==> config.mk <==
export PLATFORM = sky130hd
export DESIGN_NAME = hbl_loader
export DESIGN_NICKNAME = d
export VERILOG_FILES = /design/src/hbl_pkg.sv /design/src/hbl_loader.sv
export SDC_FILE = /design/constraint.sdc
export NUM_CORES = 2
export LEC_CHECK = 0
export BUFFER_PORTS_ARGS = -buffer_cell sky130_fd_sc_hd__buf_2
export CORE_MARGIN = 4
export CORE_UTILIZATION = 56
export DETAILED_ROUTE_END_ITERATION = 8
export PLACE_DENSITY = 0.87
export SYNTH_ARGS = -nofsm -noshare
export SYNTH_HDL_FRONTEND = slang
export SYNTH_SLANG_ARGS = --single-unit
==> constraint.sdc <==
create_clock -name clk_sys_i -period 3.15 [get_ports clk_sys_i]
set_input_delay 0.4725 -clock clk_sys_i [delete_from_list [all_inputs] [get_ports clk_sys_i]]
set_output_delay 0.4725 -clock clk_sys_i [all_outputs]
set_load 0.02 [all_outputs]
==> src/hbl_pkg.sv <==
// Purpose: shared constants, state codes and carrier types for the boot loader
// Assumes: 10 MHz system clock
// Notes: offsets are byte addresses on the register bus
`default_nettype none
package hbl_pkg;
  // fixed upper bits of the two bus addresses
  localparam logic [4:0] SLAVE_ADDR_HI = 5'h02;
  localparam logic [5:0] ROM_ADDR_HI = 6'h28;
  // host clocking tops out at 700 kbit/s, about 14 system clocks per bit
  localparam int HOST_MAX_KBPS = 700;
  localparam int CLK_NS = 100;
  // rom bus bit time, split into four quarters; least time rounds up
  localparam int ROM_BIT_NS = 10000;
  localparam int ROM_QTR_CYC = (ROM_BIT_NS / 4 + CLK_NS - 1) / CLK_NS;
  // host sub-address of the code-input register
  localparam logic [7:0] CODE_IN_SUBADDR = 8'h00;
  localparam logic [31:0] CTRL_OFS = 32'h0000_0000;
  localparam logic [31:0] STATUS_OFS = 32'h0000_0004;
  localparam int CTRL_PASS_BIT = 0;
  localparam logic CTRL_PASS_RST = 1'b0;
  localparam int ST_CNT_LSB = 16;
  typedef enum logic [3:0] {
    SL_IDLE = 4'h1,
    SL_ADDR = 4'h2,
    SL_DATA = 4'h4,
    SL_ACK = 4'h8
  } hbl_slv_state_type;
  typedef enum logic [5:0] {
    MS_WAIT = 6'h01,
    MS_START = 6'h02,
    MS_ADDR = 6'h04,
    MS_READ = 6'h08,
    MS_STOP = 6'h10,
    MS_IDLE = 6'h20
  } hbl_mst_state_type;
  typedef struct packed {
    logic valid;
    logic write;
    logic [31:0] addr;
  } hbl_ahb_req_type;
endpackage
`default_nettype wire

==> src/hbl_loader.sv <==
// Purpose: host serial slave, tuner pass-through, rom boot master, code store
// Assumes: pins synchronous to clk_sys_i; async_reset_n_i is asynchronous
// Notes: the rom is read from its current address after power-up
`timescale 1ns/1ns
`default_nettype none
module hbl_loader #(
  parameter int CODE_BYTES = 256,
  parameter int ROM_QTR = hbl_pkg::ROM_QTR_CYC
) (
  input wire logic clk_sys_i,
  input wire logic resetn_i,
  input wire logic async_reset_n_i,
  input wire logic hsel_i,
  input wire logic [31:0] haddr_i,
  input wire logic [1:0] htrans_i,
  input wire logic hwrite_i,
  input wire logic [2:0] hsize_i,
  input wire logic [31:0] hwdata_i,
  input wire logic hready_i,
  output logic [31:0] hrdata_o,
  output logic hreadyout_o,
  output logic hresp_o,
  input wire logic [1:0] slave_addr_lsb_straps_i,
  input wire logic rom_addr_lsb_strap_i,
  input wire logic boot_source_strap_i,
  input wire logic [3:0] test_select_bus_i,
  input wire logic scan_enable_i,
  input wire logic host_bus_clock_i,
  input wire logic host_bus_data_i,
  output logic host_bus_data_o,
  output logic host_bus_data_oe_o,
  output logic tuner_bus_clock_o,
  output logic tuner_bus_clock_oe_o,
  input wire logic tuner_bus_data_i,
  output logic tuner_bus_data_o,
  output logic tuner_bus_data_oe_o,
  output logic rom_bus_clock_o,
  output logic rom_bus_clock_oe_o,
  input wire logic rom_bus_data_i,
  output logic rom_bus_data_o,
  output logic rom_bus_data_oe_o,
  input wire logic [$clog2(CODE_BYTES)-1:0] code_rd_addr_i,
  output logic [7:0] code_rd_data_o,
  output logic dsp_run_o
);
  localparam int AW = $clog2(CODE_BYTES);
  localparam int WW = $clog2(CODE_BYTES + 1);
  logic clr;
  logic taken_q, boot_src_q, rom_lsb_q;
  logic [1:0] my_lsb_q;
  hbl_pkg::hbl_ahb_req_type req_d, req_q;
  logic pass_q;
  logic [31:0] status_w, rdata_d, hrdata_q;
  hbl_pkg::hbl_slv_state_type sl_st_q;
  logic [3:0] sl_bit_q;
  logic [7:0] sl_shift_q, sl_ptr_q;
  logic sl_first_q, host_clk_q, host_dat_q, ret_q;
  logic start_c, stop_c, rise_c, fall_c, addr_ok, host_wr;
  hbl_pkg::hbl_mst_state_type m_st_q;
  logic [15:0] m_cnt_q;
  logic [1:0] m_q_q;
  logic [3:0] m_bit_q;
  logic [7:0] m_shift_q;
  logic m_ack_q, rom_err_q, rom_clk_oe_q, rom_dat_oe_q, qtick, last, rom_wr;
  logic m_clk_oe_d, m_dat_oe_d;
  logic [7:0] code_mem_q [CODE_BYTES];
  logic [WW-1:0] wptr_q;
  logic [7:0] code_rd_q, wr_byte;
  logic wr_en, done, test_ok, dsp_run_q;

  assign clr = !resetn_i;

  // straps are caught on the first clock after reset, never inside the reset branch
  always_ff @(posedge clk_sys_i or negedge async_reset_n_i)
  begin
    if (!async_reset_n_i)
    begin
      taken_q <= 1'b0;
      boot_src_q <= 1'b0;
      my_lsb_q <= 2'h0;
      rom_lsb_q <= 1'b0;
    end
    else if (clr)
    begin
      taken_q <= 1'b0;
      boot_src_q <= 1'b0;
      my_lsb_q <= 2'h0;
      rom_lsb_q <= 1'b0;
    end
    else if (!taken_q)
    begin
      taken_q <= 1'b1;
      boot_src_q <= boot_source_strap_i;
      my_lsb_q <= slave_addr_lsb_straps_i;
      rom_lsb_q <= rom_addr_lsb_strap_i;
    end
  end

  // register bus: zero wait, read data prepared in the address phase
  assign req_d = '{valid: hsel_i & htrans_i[1] & hready_i, write: hwrite_i, addr: haddr_i};
  assign status_w = (32'(wptr_q) << hbl_pkg::ST_CNT_LSB) |
                    32'({dsp_run_q, rom_err_q, boot_src_q, done});
  assign rdata_d = !(req_d.valid && !req_d.write) ? hrdata_q :
                   (req_d.addr == hbl_pkg::CTRL_OFS) ? 32'(pass_q) :
                   (req_d.addr == hbl_pkg::STATUS_OFS) ? status_w : 32'h0000_0000;
  assign hrdata_o = hrdata_q;
  assign hreadyout_o = 1'b1;
  assign hresp_o = 1'b0;

  always_ff @(posedge clk_sys_i or negedge async_reset_n_i)
  begin
    if (!async_reset_n_i)
    begin
      req_q <= '0;
      hrdata_q <= 32'h0000_0000;
      pass_q <= hbl_pkg::CTRL_PASS_RST;
    end
    else if (clr)
    begin
      req_q <= '0;
      hrdata_q <= 32'h0000_0000;
      pass_q <= hbl_pkg::CTRL_PASS_RST;
    end
    else
    begin
      req_q <= req_d;
      hrdata_q <= rdata_d;
      if (req_q.valid && req_q.write && req_q.addr == hbl_pkg::CTRL_OFS)
        pass_q <= hwdata_i[hbl_pkg::CTRL_PASS_BIT];
    end
  end

  // tuner pass-through
  // the return path is registered and blocks the forward path to avoid a lock-up loop
  assign tuner_bus_clock_o = 1'b0;
  assign tuner_bus_data_o = 1'b0;
  assign tuner_bus_clock_oe_o = pass_q & !host_bus_clock_i;
  assign tuner_bus_data_oe_o = pass_q & !host_bus_data_i & !ret_q;

  // edges seen by sampling; 700 kbit/s leaves about 14 clocks per bit
  assign start_c = host_bus_clock_i & host_clk_q & host_dat_q & !host_bus_data_i;
  assign stop_c = host_bus_clock_i & host_clk_q & !host_dat_q & host_bus_data_i;
  assign rise_c = host_bus_clock_i & !host_clk_q;
  assign fall_c = !host_bus_clock_i & host_clk_q;
  assign addr_ok = (sl_shift_q[7:1] == {hbl_pkg::SLAVE_ADDR_HI, my_lsb_q}) && !sl_shift_q[0];
  // host bytes at the code-input sub-address feed the store
  assign host_wr = fall_c && sl_bit_q == 4'h8 && sl_st_q == hbl_pkg::SL_DATA && !sl_first_q &&
                   sl_ptr_q == hbl_pkg::CODE_IN_SUBADDR && boot_src_q && !done;
  assign host_bus_data_o = 1'b0;
  assign host_bus_data_oe_o = (sl_st_q == hbl_pkg::SL_ACK) | ret_q;

  always_ff @(posedge clk_sys_i or negedge async_reset_n_i)
  begin
    if (!async_reset_n_i)
    begin
      sl_st_q <= hbl_pkg::SL_IDLE;
      sl_bit_q <= 4'h0;
      sl_shift_q <= 8'h00;
      sl_ptr_q <= 8'h00;
      sl_first_q <= 1'b0;
      host_clk_q <= 1'b1;
      host_dat_q <= 1'b1;
      ret_q <= 1'b0;
    end
    else if (clr)
    begin
      sl_st_q <= hbl_pkg::SL_IDLE;
      sl_bit_q <= 4'h0;
      sl_shift_q <= 8'h00;
      sl_ptr_q <= 8'h00;
      sl_first_q <= 1'b0;
      host_clk_q <= 1'b1;
      host_dat_q <= 1'b1;
      ret_q <= 1'b0;
    end
    else
    begin
      host_clk_q <= host_bus_clock_i;
      host_dat_q <= host_bus_data_i;
      ret_q <= pass_q & !tuner_bus_data_i & !tuner_bus_data_oe_o;
      if (!taken_q || stop_c)
        sl_st_q <= hbl_pkg::SL_IDLE;
      else if (start_c)
      begin
        sl_st_q <= hbl_pkg::SL_ADDR;
        sl_bit_q <= 4'h0;
      end
      else if (rise_c && (sl_st_q == hbl_pkg::SL_ADDR || sl_st_q == hbl_pkg::SL_DATA))
      begin
        sl_shift_q <= {sl_shift_q[6:0], host_bus_data_i};
        sl_bit_q <= sl_bit_q + 4'h1;
      end
      else if (fall_c && sl_st_q == hbl_pkg::SL_ACK)
      begin
        sl_st_q <= hbl_pkg::SL_DATA;
        sl_bit_q <= 4'h0;
      end
      else if (fall_c && sl_bit_q == 4'h8)
      begin
        if (sl_st_q == hbl_pkg::SL_ADDR)
        begin
          sl_st_q <= addr_ok ? hbl_pkg::SL_ACK : hbl_pkg::SL_IDLE;
          sl_first_q <= 1'b1;
        end
        else if (sl_st_q == hbl_pkg::SL_DATA)
        begin
          sl_st_q <= hbl_pkg::SL_ACK;
          sl_first_q <= 1'b0;
          if (sl_first_q)
            sl_ptr_q <= sl_shift_q;
        end
      end
    end
  end

  // rom master: quarter-bit timing, clock low in quarters 0 and 1
  assign qtick = m_cnt_q == 16'(ROM_QTR - 1);
  assign last = wptr_q == WW'(CODE_BYTES - 1);
  assign rom_wr = qtick && m_q_q == 2'h3 && m_st_q == hbl_pkg::MS_READ && m_bit_q == 4'h8 && !done;
  assign m_clk_oe_d = !m_q_q[1] && (m_st_q == hbl_pkg::MS_ADDR || m_st_q == hbl_pkg::MS_READ ||
                                    m_st_q == hbl_pkg::MS_STOP);
  assign m_dat_oe_d = (m_st_q == hbl_pkg::MS_START) ? m_q_q[1] :
                      (m_st_q == hbl_pkg::MS_ADDR) ? (m_bit_q != 4'h8 && !m_shift_q[7]) :
                      (m_st_q == hbl_pkg::MS_READ) ? (m_bit_q == 4'h8 && !last) :
                      (m_st_q == hbl_pkg::MS_STOP) ? (m_q_q != 2'h3) : 1'b0;
  assign rom_bus_clock_o = 1'b0;
  assign rom_bus_data_o = 1'b0;
  assign rom_bus_clock_oe_o = rom_clk_oe_q;
  assign rom_bus_data_oe_o = rom_dat_oe_q;

  always_ff @(posedge clk_sys_i or negedge async_reset_n_i)
  begin
    if (!async_reset_n_i)
    begin
      m_st_q <= hbl_pkg::MS_WAIT;
      m_cnt_q <= 16'h0000;
      m_q_q <= 2'h0;
      m_bit_q <= 4'h0;
      m_shift_q <= 8'h00;
      m_ack_q <= 1'b0;
      rom_err_q <= 1'b0;
      rom_clk_oe_q <= 1'b0;
      rom_dat_oe_q <= 1'b0;
    end
    else if (clr)
    begin
      m_st_q <= hbl_pkg::MS_WAIT;
      m_cnt_q <= 16'h0000;
      m_q_q <= 2'h0;
      m_bit_q <= 4'h0;
      m_shift_q <= 8'h00;
      m_ack_q <= 1'b0;
      rom_err_q <= 1'b0;
      rom_clk_oe_q <= 1'b0;
      rom_dat_oe_q <= 1'b0;
    end
    else
    begin
      rom_clk_oe_q <= m_clk_oe_d;
      rom_dat_oe_q <= m_dat_oe_d;
      m_cnt_q <= qtick ? 16'h0000 : m_cnt_q + 16'h0001;
      if (m_st_q == hbl_pkg::MS_WAIT)
      begin
        m_cnt_q <= 16'h0000;
        m_q_q <= 2'h0;
        // read address: fixed bits, strap, read flag
        m_shift_q <= {hbl_pkg::ROM_ADDR_HI, rom_lsb_q, 1'b1};
        // rom load only for strap 0
        if (taken_q)
          m_st_q <= boot_src_q ? hbl_pkg::MS_IDLE : hbl_pkg::MS_START;
      end
      else if (qtick)
      begin
        m_q_q <= m_q_q + 2'h1;
        if (m_q_q == 2'h2 && m_st_q == hbl_pkg::MS_ADDR && m_bit_q == 4'h8)
          m_ack_q <= !rom_bus_data_i;
        if (m_q_q == 2'h2 && m_st_q == hbl_pkg::MS_READ && m_bit_q != 4'h8)
          m_shift_q <= {m_shift_q[6:0], rom_bus_data_i};
        if (m_q_q == 2'h3)
        begin
          case (m_st_q)
            hbl_pkg::MS_START:
            begin
              m_st_q <= hbl_pkg::MS_ADDR;
              m_bit_q <= 4'h0;
            end
            hbl_pkg::MS_ADDR:
              if (m_bit_q == 4'h8)
              begin
                // no retry: a missing rom leaves the dsp idle with the error flag up
                m_st_q <= m_ack_q ? hbl_pkg::MS_READ : hbl_pkg::MS_STOP;
                rom_err_q <= !m_ack_q;
                m_bit_q <= 4'h0;
              end
              else
              begin
                m_shift_q <= {m_shift_q[6:0], 1'b0};
                m_bit_q <= m_bit_q + 4'h1;
              end
            hbl_pkg::MS_READ:
              if (m_bit_q == 4'h8)
              begin
                m_bit_q <= 4'h0;
                if (last)
                  m_st_q <= hbl_pkg::MS_STOP;
              end
              else
                m_bit_q <= m_bit_q + 4'h1;
            hbl_pkg::MS_STOP:
              m_st_q <= hbl_pkg::MS_IDLE;
            default:
              m_st_q <= m_st_q;
          endcase
        end
      end
    end
  end

  // the store is filled from the strapped source only
  assign wr_en = host_wr | rom_wr;
  assign wr_byte = boot_src_q ? sl_shift_q : m_shift_q;
  assign done = wptr_q == WW'(CODE_BYTES);
  // test or scan straps active keep the dsp stopped
  assign test_ok = test_select_bus_i == 4'h0 && !scan_enable_i;
  assign code_rd_data_o = code_rd_q;
  assign dsp_run_o = dsp_run_q;

  always_ff @(posedge clk_sys_i)
  begin
    if (wr_en)
      code_mem_q[wptr_q[AW-1:0]] <= wr_byte;
  end

  // async pin clears load state and run at once
  always_ff @(posedge clk_sys_i or negedge async_reset_n_i)
  begin
    if (!async_reset_n_i)
    begin
      wptr_q <= '0;
      code_rd_q <= 8'h00;
      dsp_run_q <= 1'b0;
    end
    else if (clr)
    begin
      wptr_q <= '0;
      code_rd_q <= 8'h00;
      dsp_run_q <= 1'b0;
    end
    else
    begin
      if (wr_en)
        wptr_q <= wptr_q + WW'(1);
      code_rd_q <= code_mem_q[code_rd_addr_i];
      // run only after the whole image is in
      dsp_run_q <= done && test_ok;
    end
  end

  slave_addr_a: assert property (@(posedge clk_sys_i)
    disable iff (!resetn_i || !async_reset_n_i)
    (sl_st_q == hbl_pkg::SL_ACK && $past(sl_st_q) == hbl_pkg::SL_ADDR) |->
    $past(sl_shift_q) == {hbl_pkg::SLAVE_ADDR_HI, my_lsb_q, 1'b0})
    else $error("slave acked a foreign address");
  rom_addr_a: assert property (@(posedge clk_sys_i)
    disable iff (!resetn_i || !async_reset_n_i)
    (m_st_q == hbl_pkg::MS_ADDR && $past(m_st_q) == hbl_pkg::MS_START) |->
    m_shift_q == {hbl_pkg::ROM_ADDR_HI, rom_lsb_q, 1'b1})
    else $error("wrong rom address byte");
  async_hold_a: assert property (@(posedge clk_sys_i) disable iff (!resetn_i)
    !async_reset_n_i |-> (!dsp_run_o && wptr_q == '0 && !rom_bus_clock_oe_o))
    else $error("state alive during async reset");
  rom_only_a: assert property (@(posedge clk_sys_i)
    disable iff (!resetn_i || !async_reset_n_i)
    rom_bus_clock_oe_o |-> (taken_q && !boot_src_q))
    else $error("rom bus clocked in host boot mode");
  host_code_a: assert property (@(posedge clk_sys_i)
    disable iff (!resetn_i || !async_reset_n_i)
    host_wr |=> (wptr_q == $past(wptr_q) + WW'(1) && boot_src_q))
    else $error("host code byte not stored");
  tuner_off_a: assert property (@(posedge clk_sys_i)
    disable iff (!resetn_i || !async_reset_n_i)
    !pass_q ##1 !pass_q |-> (!tuner_bus_clock_oe_o && !tuner_bus_data_oe_o && !ret_q))
    else $error("tuner bus driven while disconnected");
  one_path_a: assert property (@(posedge clk_sys_i)
    disable iff (!resetn_i || !async_reset_n_i)
    wr_en |-> (!done && !(host_wr && rom_wr) && (rom_wr != boot_src_q)))
    else $error("code written from wrong path");
  run_gate_a: assert property (@(posedge clk_sys_i)
    disable iff (!resetn_i || !async_reset_n_i)
    ($rose(done) && test_ok |=> dsp_run_o) and (dsp_run_o |-> $past(done)))
    else $error("dsp start not tied to load done");
endmodule
`default_nettype wire

Yosys cells after proc, flatten, opt, wreduce, memory -nomap -nowiden

Memory sizes are Yosys's and may differ from the RTL's.
Index checks and enable logic that the tools add are counted.
Widths: inputs -> output; s select.

RAM bits: 2048
Memories kept: 1
Bits of input ports: 96
Register bits after elaboration: 158

Reduce and logical (&&, ||, !) cells: 61
Add/subtract/negate cells: 5
Bitwise logic cells: 17
Mux-type cells: 105
Equality and inequality tests: 51

Memory list:

| memory     | words | width | rd ports | clocked after Yosys merged registers in | wr ports | line             | RTL |
|---|---|---|---|---|---|---|---|
| code_mem_q | 256   | 8     | 1        | 0                                       | 1        | hbl_loader.sv:66 | `logic [7:0] code_mem_q [CODE_BYTES];` |

Operators with widths:

| cell                  | number |
|---|---|
| $mux 8                | 22 |
| $mux 4                | 19 |
| $logic_not 32->1      | 2 |
| $mux 32               | 2 |
| $mux 6                | 9 |
| $mux 25               | 2 |
| $mux 16               | 3 |
| $mux 1                | 37 |
| $mux 34               | 1 |
| $eq 32x3->1 const B   | 1 |
| $logic_and 1x1->1     | 25 |
| $or 25x4->25          | 1 |
| $ne 2x1->1 const B    | 12 |
| $pmux 6 s4            | 1 |
| $logic_not 1->1       | 18 |
| $mux 9                | 2 |
| $add 16x1->16 const B | 1 |
| $eq 16x5->1 const B   | 1 |
| $ne 2x2->1 const B    | 8 |
| $and 1x1->1           | 14 |
| $eq 4x4->1 const B    | 3 |
| $ne 6x1->1 const B    | 2 |
| $mux 2                | 5 |
| $add 9x1->9 const B   | 1 |
| other kinds (35)      | 47 |

Depth between registers and ports, before layout

Word-level depth: 11
Mapped depth: 13

Worst setup path before layout

Ideal clock, no wire load.

Kind: register -> register
Start point: register boot_src_q
End point: memory code_mem_q[0][1] (data pin)
Cell stages (with the launch flop): 3
Library setup time: 0.557 ns
Buffers on the path: 1
Data arrival time: 2.580 ns
Setup slack: 0.013 ns
Clock period less this slack: 3.137 ns
Cells stage by stage: dfrtp_1 buf_1 mux2_2

Longest elaborated chain between the ends: 1

Ends and longest elaborated chain:

| what                     | line              | RTL |
|---|---|---|
| start: declaration       | hbl_loader.sv:49  | `logic taken_q, boot_src_q, rom_lsb_q;` |
| start signal: assignment | hbl_loader.sv:93  | `boot_src_q <= boot_source_strap_i;` |
| $mux 8                   | hbl_loader.sv:321 | `assign wr_byte = boot_src_q ? sl_shift_q : m_shift_q;` |
| net wr_byte[1]           | hbl_loader.sv:68  | `logic [7:0] code_rd_q, wr_byte;` |
| end: declaration         | hbl_loader.sv:66  |  |

The timed path passes the listed nets, and every way through them passes these cells.

Worst setup path after layout

Start point: input port code_rd_addr_i[0]
End point: register code_rd_q[4], in the netlist code_rd_data_o[4]

Longest elaborated chain between the ends: 2

Ends and longest elaborated chain:

| what                   | line              | RTL |
|---|---|---|
| start: declaration     | hbl_loader.sv:42  | `input wire logic [$clog2(CODE_BYTES)-1:0] code_rd_addr_i,` |
| $mem_v2 256x8          | --                |  |
| $mux 8                 | hbl_loader.sv:343 | `else if (clr)` |
| end signal: assignment | hbl_loader.sv:353 | `code_rd_q <= code_mem_q[code_rd_addr_i];` |
| end: declaration       | hbl_loader.sv:68  |  |

No other way between the ends.
A chain may end at the register's enable or synchronous reset.

==> out/qor.log <==
qor: worst_hold_path.timing.hold.worst.class input pin to flip-flop
qor: synth.netlist_top_cells_area sky130_fd_sc_hd__edfxtp_1 (71%), sky130_fd_sc_hd__mux4_2 (10%), sky130_fd_sc_hd__dfrtp_1 (3.9%)
qor: synth.dominant_register_cell_in_the_synthesized_netlist sky130_fd_sc_hd__edfxtp_1
qor: clock_tree.worstSkewPairLatency 870 ps
qor: global_routing.grt.met1_usage 38.3%
qor: cells_and_area.layout-drive-gt1-share 26.8%
qor: global_routing.gr-usage-met3 10.2%
qor: detailed_routing.drtIter0Drc 9386
qor: global_routing.globalRoute.totalOverflow 0
qor: global_routing.grt_busiest_layer met2
qor: floorplanning.placement_rows 144
qor: synth.yosysWarningCount 0
qor: clock_tree.clockBufferDepth 3
qor: clock_tree.clock_buffers_created_by_tritoncts 203
qor: synth.synth.cell_area 86600 µm²
qor: cells_and_area.final_design_area_no_fill 100000 µm²
qor: detailed_routing.route.detailed.drc 0
qor: timing.clock.fmax 0.321 GHz
qor: flow_run.maxCapViolCount 1
qor: outcome.run_status complete, but fails checks
qor: global_routing.track_usage 31.4%
qor: floorplanning.core_area 154000 µm²
qor: detailed_routing.route.detailed.wl_per_inst 34.5 µm
qor: timing.hold_slack 167 ps
qor: timing.final.min_clock_period 3120 ps
qor: detailed_routing.vias_per_cell 7.01
qor: synth.syn_area_per_cell 19.4 µm²
qor: clock_tree.clkSinkCount 2187
qor: floorplanning.design.die.area 161000 µm²
qor: worst_setup_path.cp_max_fo 22
qor: worst_setup_path.startpoint_type input pin
qor: floorplanning.top_level_ports 149
qor: synth.post_synthesis_cells 4475
qor: pwr.leakagePower 35.5 nW
qor: global_routing.antenna_found_initial 17
qor: global_routing.use_met2 49.2%
qor: timing.min_period_over_period 99.0%
qor: outcome.violated_checks max-capacitance violations
qor: timing.finalSetupViolCount 0
qor: floorplanning.die_y_extent 401 µm
qor: global_routing.maximum_number_of_pins_on_one_net_before_global_route_repair 180
qor: timing.slew_headroom 2.37%
qor: place.gp_routability_congestion 0.916
qor: timing.hold_violations 0
qor: clock_tree.tritoncts done
qor: place.dp_hpwl 144 mm
qor: synth.synth_top_area_cell sky130_fd_sc_hd__edfxtp_1
qor: clock_tree.cts_htree_levels 4
qor: cells_and_area.finish.cell_count_without_fillers 7370
qor: pwr.power_density 628 nW/µm²
qor: synth.synth_seq_area_share 75.0%
qor: clock_tree.clk_transition_reported_paths 60 ps
qor: timing.worst_max_slew_pin_slew 1430 ps
qor: cells_and_area.layout_stage_area_growth_over_the_synthesis_result 16.0%
qor: pwr.worst_ir_drop_vdd 0.000606 V
qor: place.placed_cells_incl_taps 6930
qor: floorplanning.die-width 401 µm
qor: floorplanning.start_util 56.3%
qor: cells_and_area.nets 5247
qor: detailed_routing.drt_pass1_iterations 8
qor: clock_tree.clock_root_buffer sky130_fd_sc_hd__clkbuf_16
qor: synth.postSynth.asyncResetShare 6.36%
qor: worst_setup_path.timing_worst_setup_path_type input pin to flip-flop
qor: synth.number_of_synthesized_flops_with_an_enable_pin 2048
qor: worst_setup_path.critical_path.endpoint_type flip-flop
qor: place.port_buffer_count 87
qor: worst_setup_path.critPathRequiredTime 3880 ps
qor: synth.netlist.area_leader.share 71.0%
qor: detailed_routing.wirelength 254 mm
qor: detailed_routing.vias 51645
qor: synth.yosys.cell_types.count 84
qor: synth.flip_flop_and_latch_count_after_synthesis 2187
qor: global_routing.wire_length_of_the_first_global_routing_pass 368 mm
qor: global_routing.number_of_global_route_vias_before_repair 52419
qor: clock_tree.post-cts-setup-buffers 0
qor: place.postPlaceCellArea 93100 µm²
qor: worst_setup_path.critPathArrivalTime 3850 ps
qor: timing.fin_skew 71.6 ps
qor: worst_setup_path.reg2reg_setup_slack 40 ps
qor: timing.slew_viol_final 0
qor: detailed_routing.antenna_violating_nets_post_route 0
worst paths after layout:
path | startpoint | endpoint | cells past startpoint
worst max-delay path | code_rd_addr_i[0] | code_rd_data_o[4]$_DFF_PN0_ | 9
worst min-delay path | hsel_i | hrdata_o[0]$_DFFE_PN0P_ | 4
worst min register to register | rom_err_q$_DFFE_PN0P_ | hrdata_o[2]$_DFFE_PN0P_ | 1
min in group asynchronous | async_reset_n_i | req_q[17]$_DFF_PN0_ | 2
worst max register to register | sl_bit_q[0]$_DFFE_PN0P_ | code_mem_q[107][0]$_DFFE_PP_ | 12
max in group asynchronous | async_reset_n_i | rom_err_q$_DFFE_PN0P_ | 3
metal layers:
metal | share of wire, % | vias to the layer above
met1 | 31 | 25553
met5 | 0.016 | -
met3 | 15 | 1250
li1 | - | 19489
met4 | 7.8 | 6
met2 | 47 | 5347
registers in the layout (all words and copies together), names as in the netlist, 4 cells and up:
name / flops
code_mem_q: 2048
code_rd_data_o: 8
hrdata_o: 13
m_bit_q: 4
m_cnt_q: 16
m_shift_q: 8
m_st_q: 6
req_q: 34
sl_bit_q: 4
sl_ptr_q: 8
sl_shift_q: 8
sl_st_q: 4
wptr_q: 9
cells in the final DEF, fill, tap and decap left out, drive strengths merged, types with 16 or more instances in the layout:
cell and instances:
a22oi 43, a21oi 67, clkbuf 244, a22o 16, buf 667, nor4 41, mux4 423, o221ai 83
edfxtp 2048, nor3 43, dlygate4sd3 47, mux2 20, nor2 371, and2 46, conb 26, o22ai 46
nand2 131, dfrtp 135, o21ai 88, xor2 17, clkinv 95, mux2i 269, bufinv 27, nand3 67
inv 36, nand4 25
Yosys cell counts (9+ instances only):
cell type / instances
sky130_fd_sc_hd__dfrtp_1: 135
sky130_fd_sc_hd__o221ai_1: 83
sky130_fd_sc_hd__mux4_2: 400
sky130_fd_sc_hd__o21ai_0: 84
sky130_fd_sc_hd__a22o_1: 16
sky130_fd_sc_hd__buf_4: 47
sky130_fd_sc_hd__nor2_1: 370
sky130_fd_sc_hd__nor3_1: 43
sky130_fd_sc_hd__nand2b_1: 12
sky130_fd_sc_hd__mux4_1: 23
sky130_fd_sc_hd__mux2_2: 20
sky130_fd_sc_hd__nor4_1: 37
sky130_fd_sc_hd__a211oi_1: 11
sky130_fd_sc_hd__a2111oi_0: 9
sky130_fd_sc_hd__or3_1: 11
sky130_fd_sc_hd__nor2b_1: 11
sky130_fd_sc_hd__buf_6: 34
sky130_fd_sc_hd__and3_1: 13
sky130_fd_sc_hd__buf_1: 13
sky130_fd_sc_hd__nand3_1: 65
sky130_fd_sc_hd__a22oi_1: 43
sky130_fd_sc_hd__o22ai_1: 46
sky130_fd_sc_hd__mux2i_1: 269
sky130_fd_sc_hd__nand4_1: 24
sky130_fd_sc_hd__clkbuf_1: 84
sky130_fd_sc_hd__edfxtp_1: 2048
sky130_fd_sc_hd__nand2_1: 131
sky130_fd_sc_hd__inv_1: 30
sky130_fd_sc_hd__buf_2: 64
sky130_fd_sc_hd__buf_8: 22
sky130_fd_sc_hd__ha_1: 13
sky130_fd_sc_hd__xor2_1: 17
sky130_fd_sc_hd__and2_1: 45
sky130_fd_sc_hd__a21oi_1: 67
cell families after synthesis:
group                      after synthesis  synth area share, %
and+or+nand+nor                        805                 4.37
adders and majority gates               13                0.188
AOI/OAI and AO/OA                      421                 3.36
DFF                                   2187                 75.0
other                                    2              0.00867
buffers and inverters                  311                 2.38
muxes                                  712                 14.5
xor gates and xnor gates                24                0.243
power breakdown:
group	total, mW	internal, mW	leakage (nW)	switching (mW)
clock network	25.6	14.4	3.35	11.2
registers	33.1	32.9	22.0	0.124
logic	4.44	1.21	10.2	3.23
total	63.1	48.5	35.5	14.5
per-stage QoR:
stage / util (%) / setup TNS, ps / setup WS, ps / power (mW)
2_1_floorplan: - / 0 / 13.3 / 36.0
4_1_cts: 65.3 / 0 / 40.3 / 62.9
3_5_place_dp: 60.5 / -558 / -244 / 37.8
5_1_grt: 65.3 / -15.4 / -6.22 / 64.5
3_3_place_gp: 60.5 / -28.1 / -28.1 / 37.5
6_report: 65.3 / 0 / 30.4 / 63.1
critical path, stage by stage:
cell and delay [ps]:
sky130_fd_sc_hd__buf_8 320, sky130_fd_sc_hd__buf_12 250, sky130_fd_sc_hd__buf_12 240, sky130_fd_sc_hd__mux4_2 550
sky130_fd_sc_hd__a2111oi_0 1230, sky130_fd_sc_hd__buf_4 270, sky130_fd_sc_hd__nor4_1 70, sky130_fd_sc_hd__o211ai_1 220
sky130_fd_sc_hd__o31ai_1 140
cell type report:
cell class / count / area (µm²)
clock inverters: 136 / 1550
flip-flops and latches: 2187 / 65000
diodes: 13 / 32.5
fillers: 8906 / 53400
inverters: 31 / 120
well taps: 2044 / 2560
clock buffers: 244 / 5350
multi-input cells: 2001 / 19900
repair buffers: 714 / 6020
timing repair:
item                       CTS  global route
pin swaps                    0             0
hold endpoints to repair   122             0
hold buffers                47             0
cloned                       0             0
gates resized for setup      2             4
setup endpoints to repair  120            28
Power figures use the tool's default switching activity.
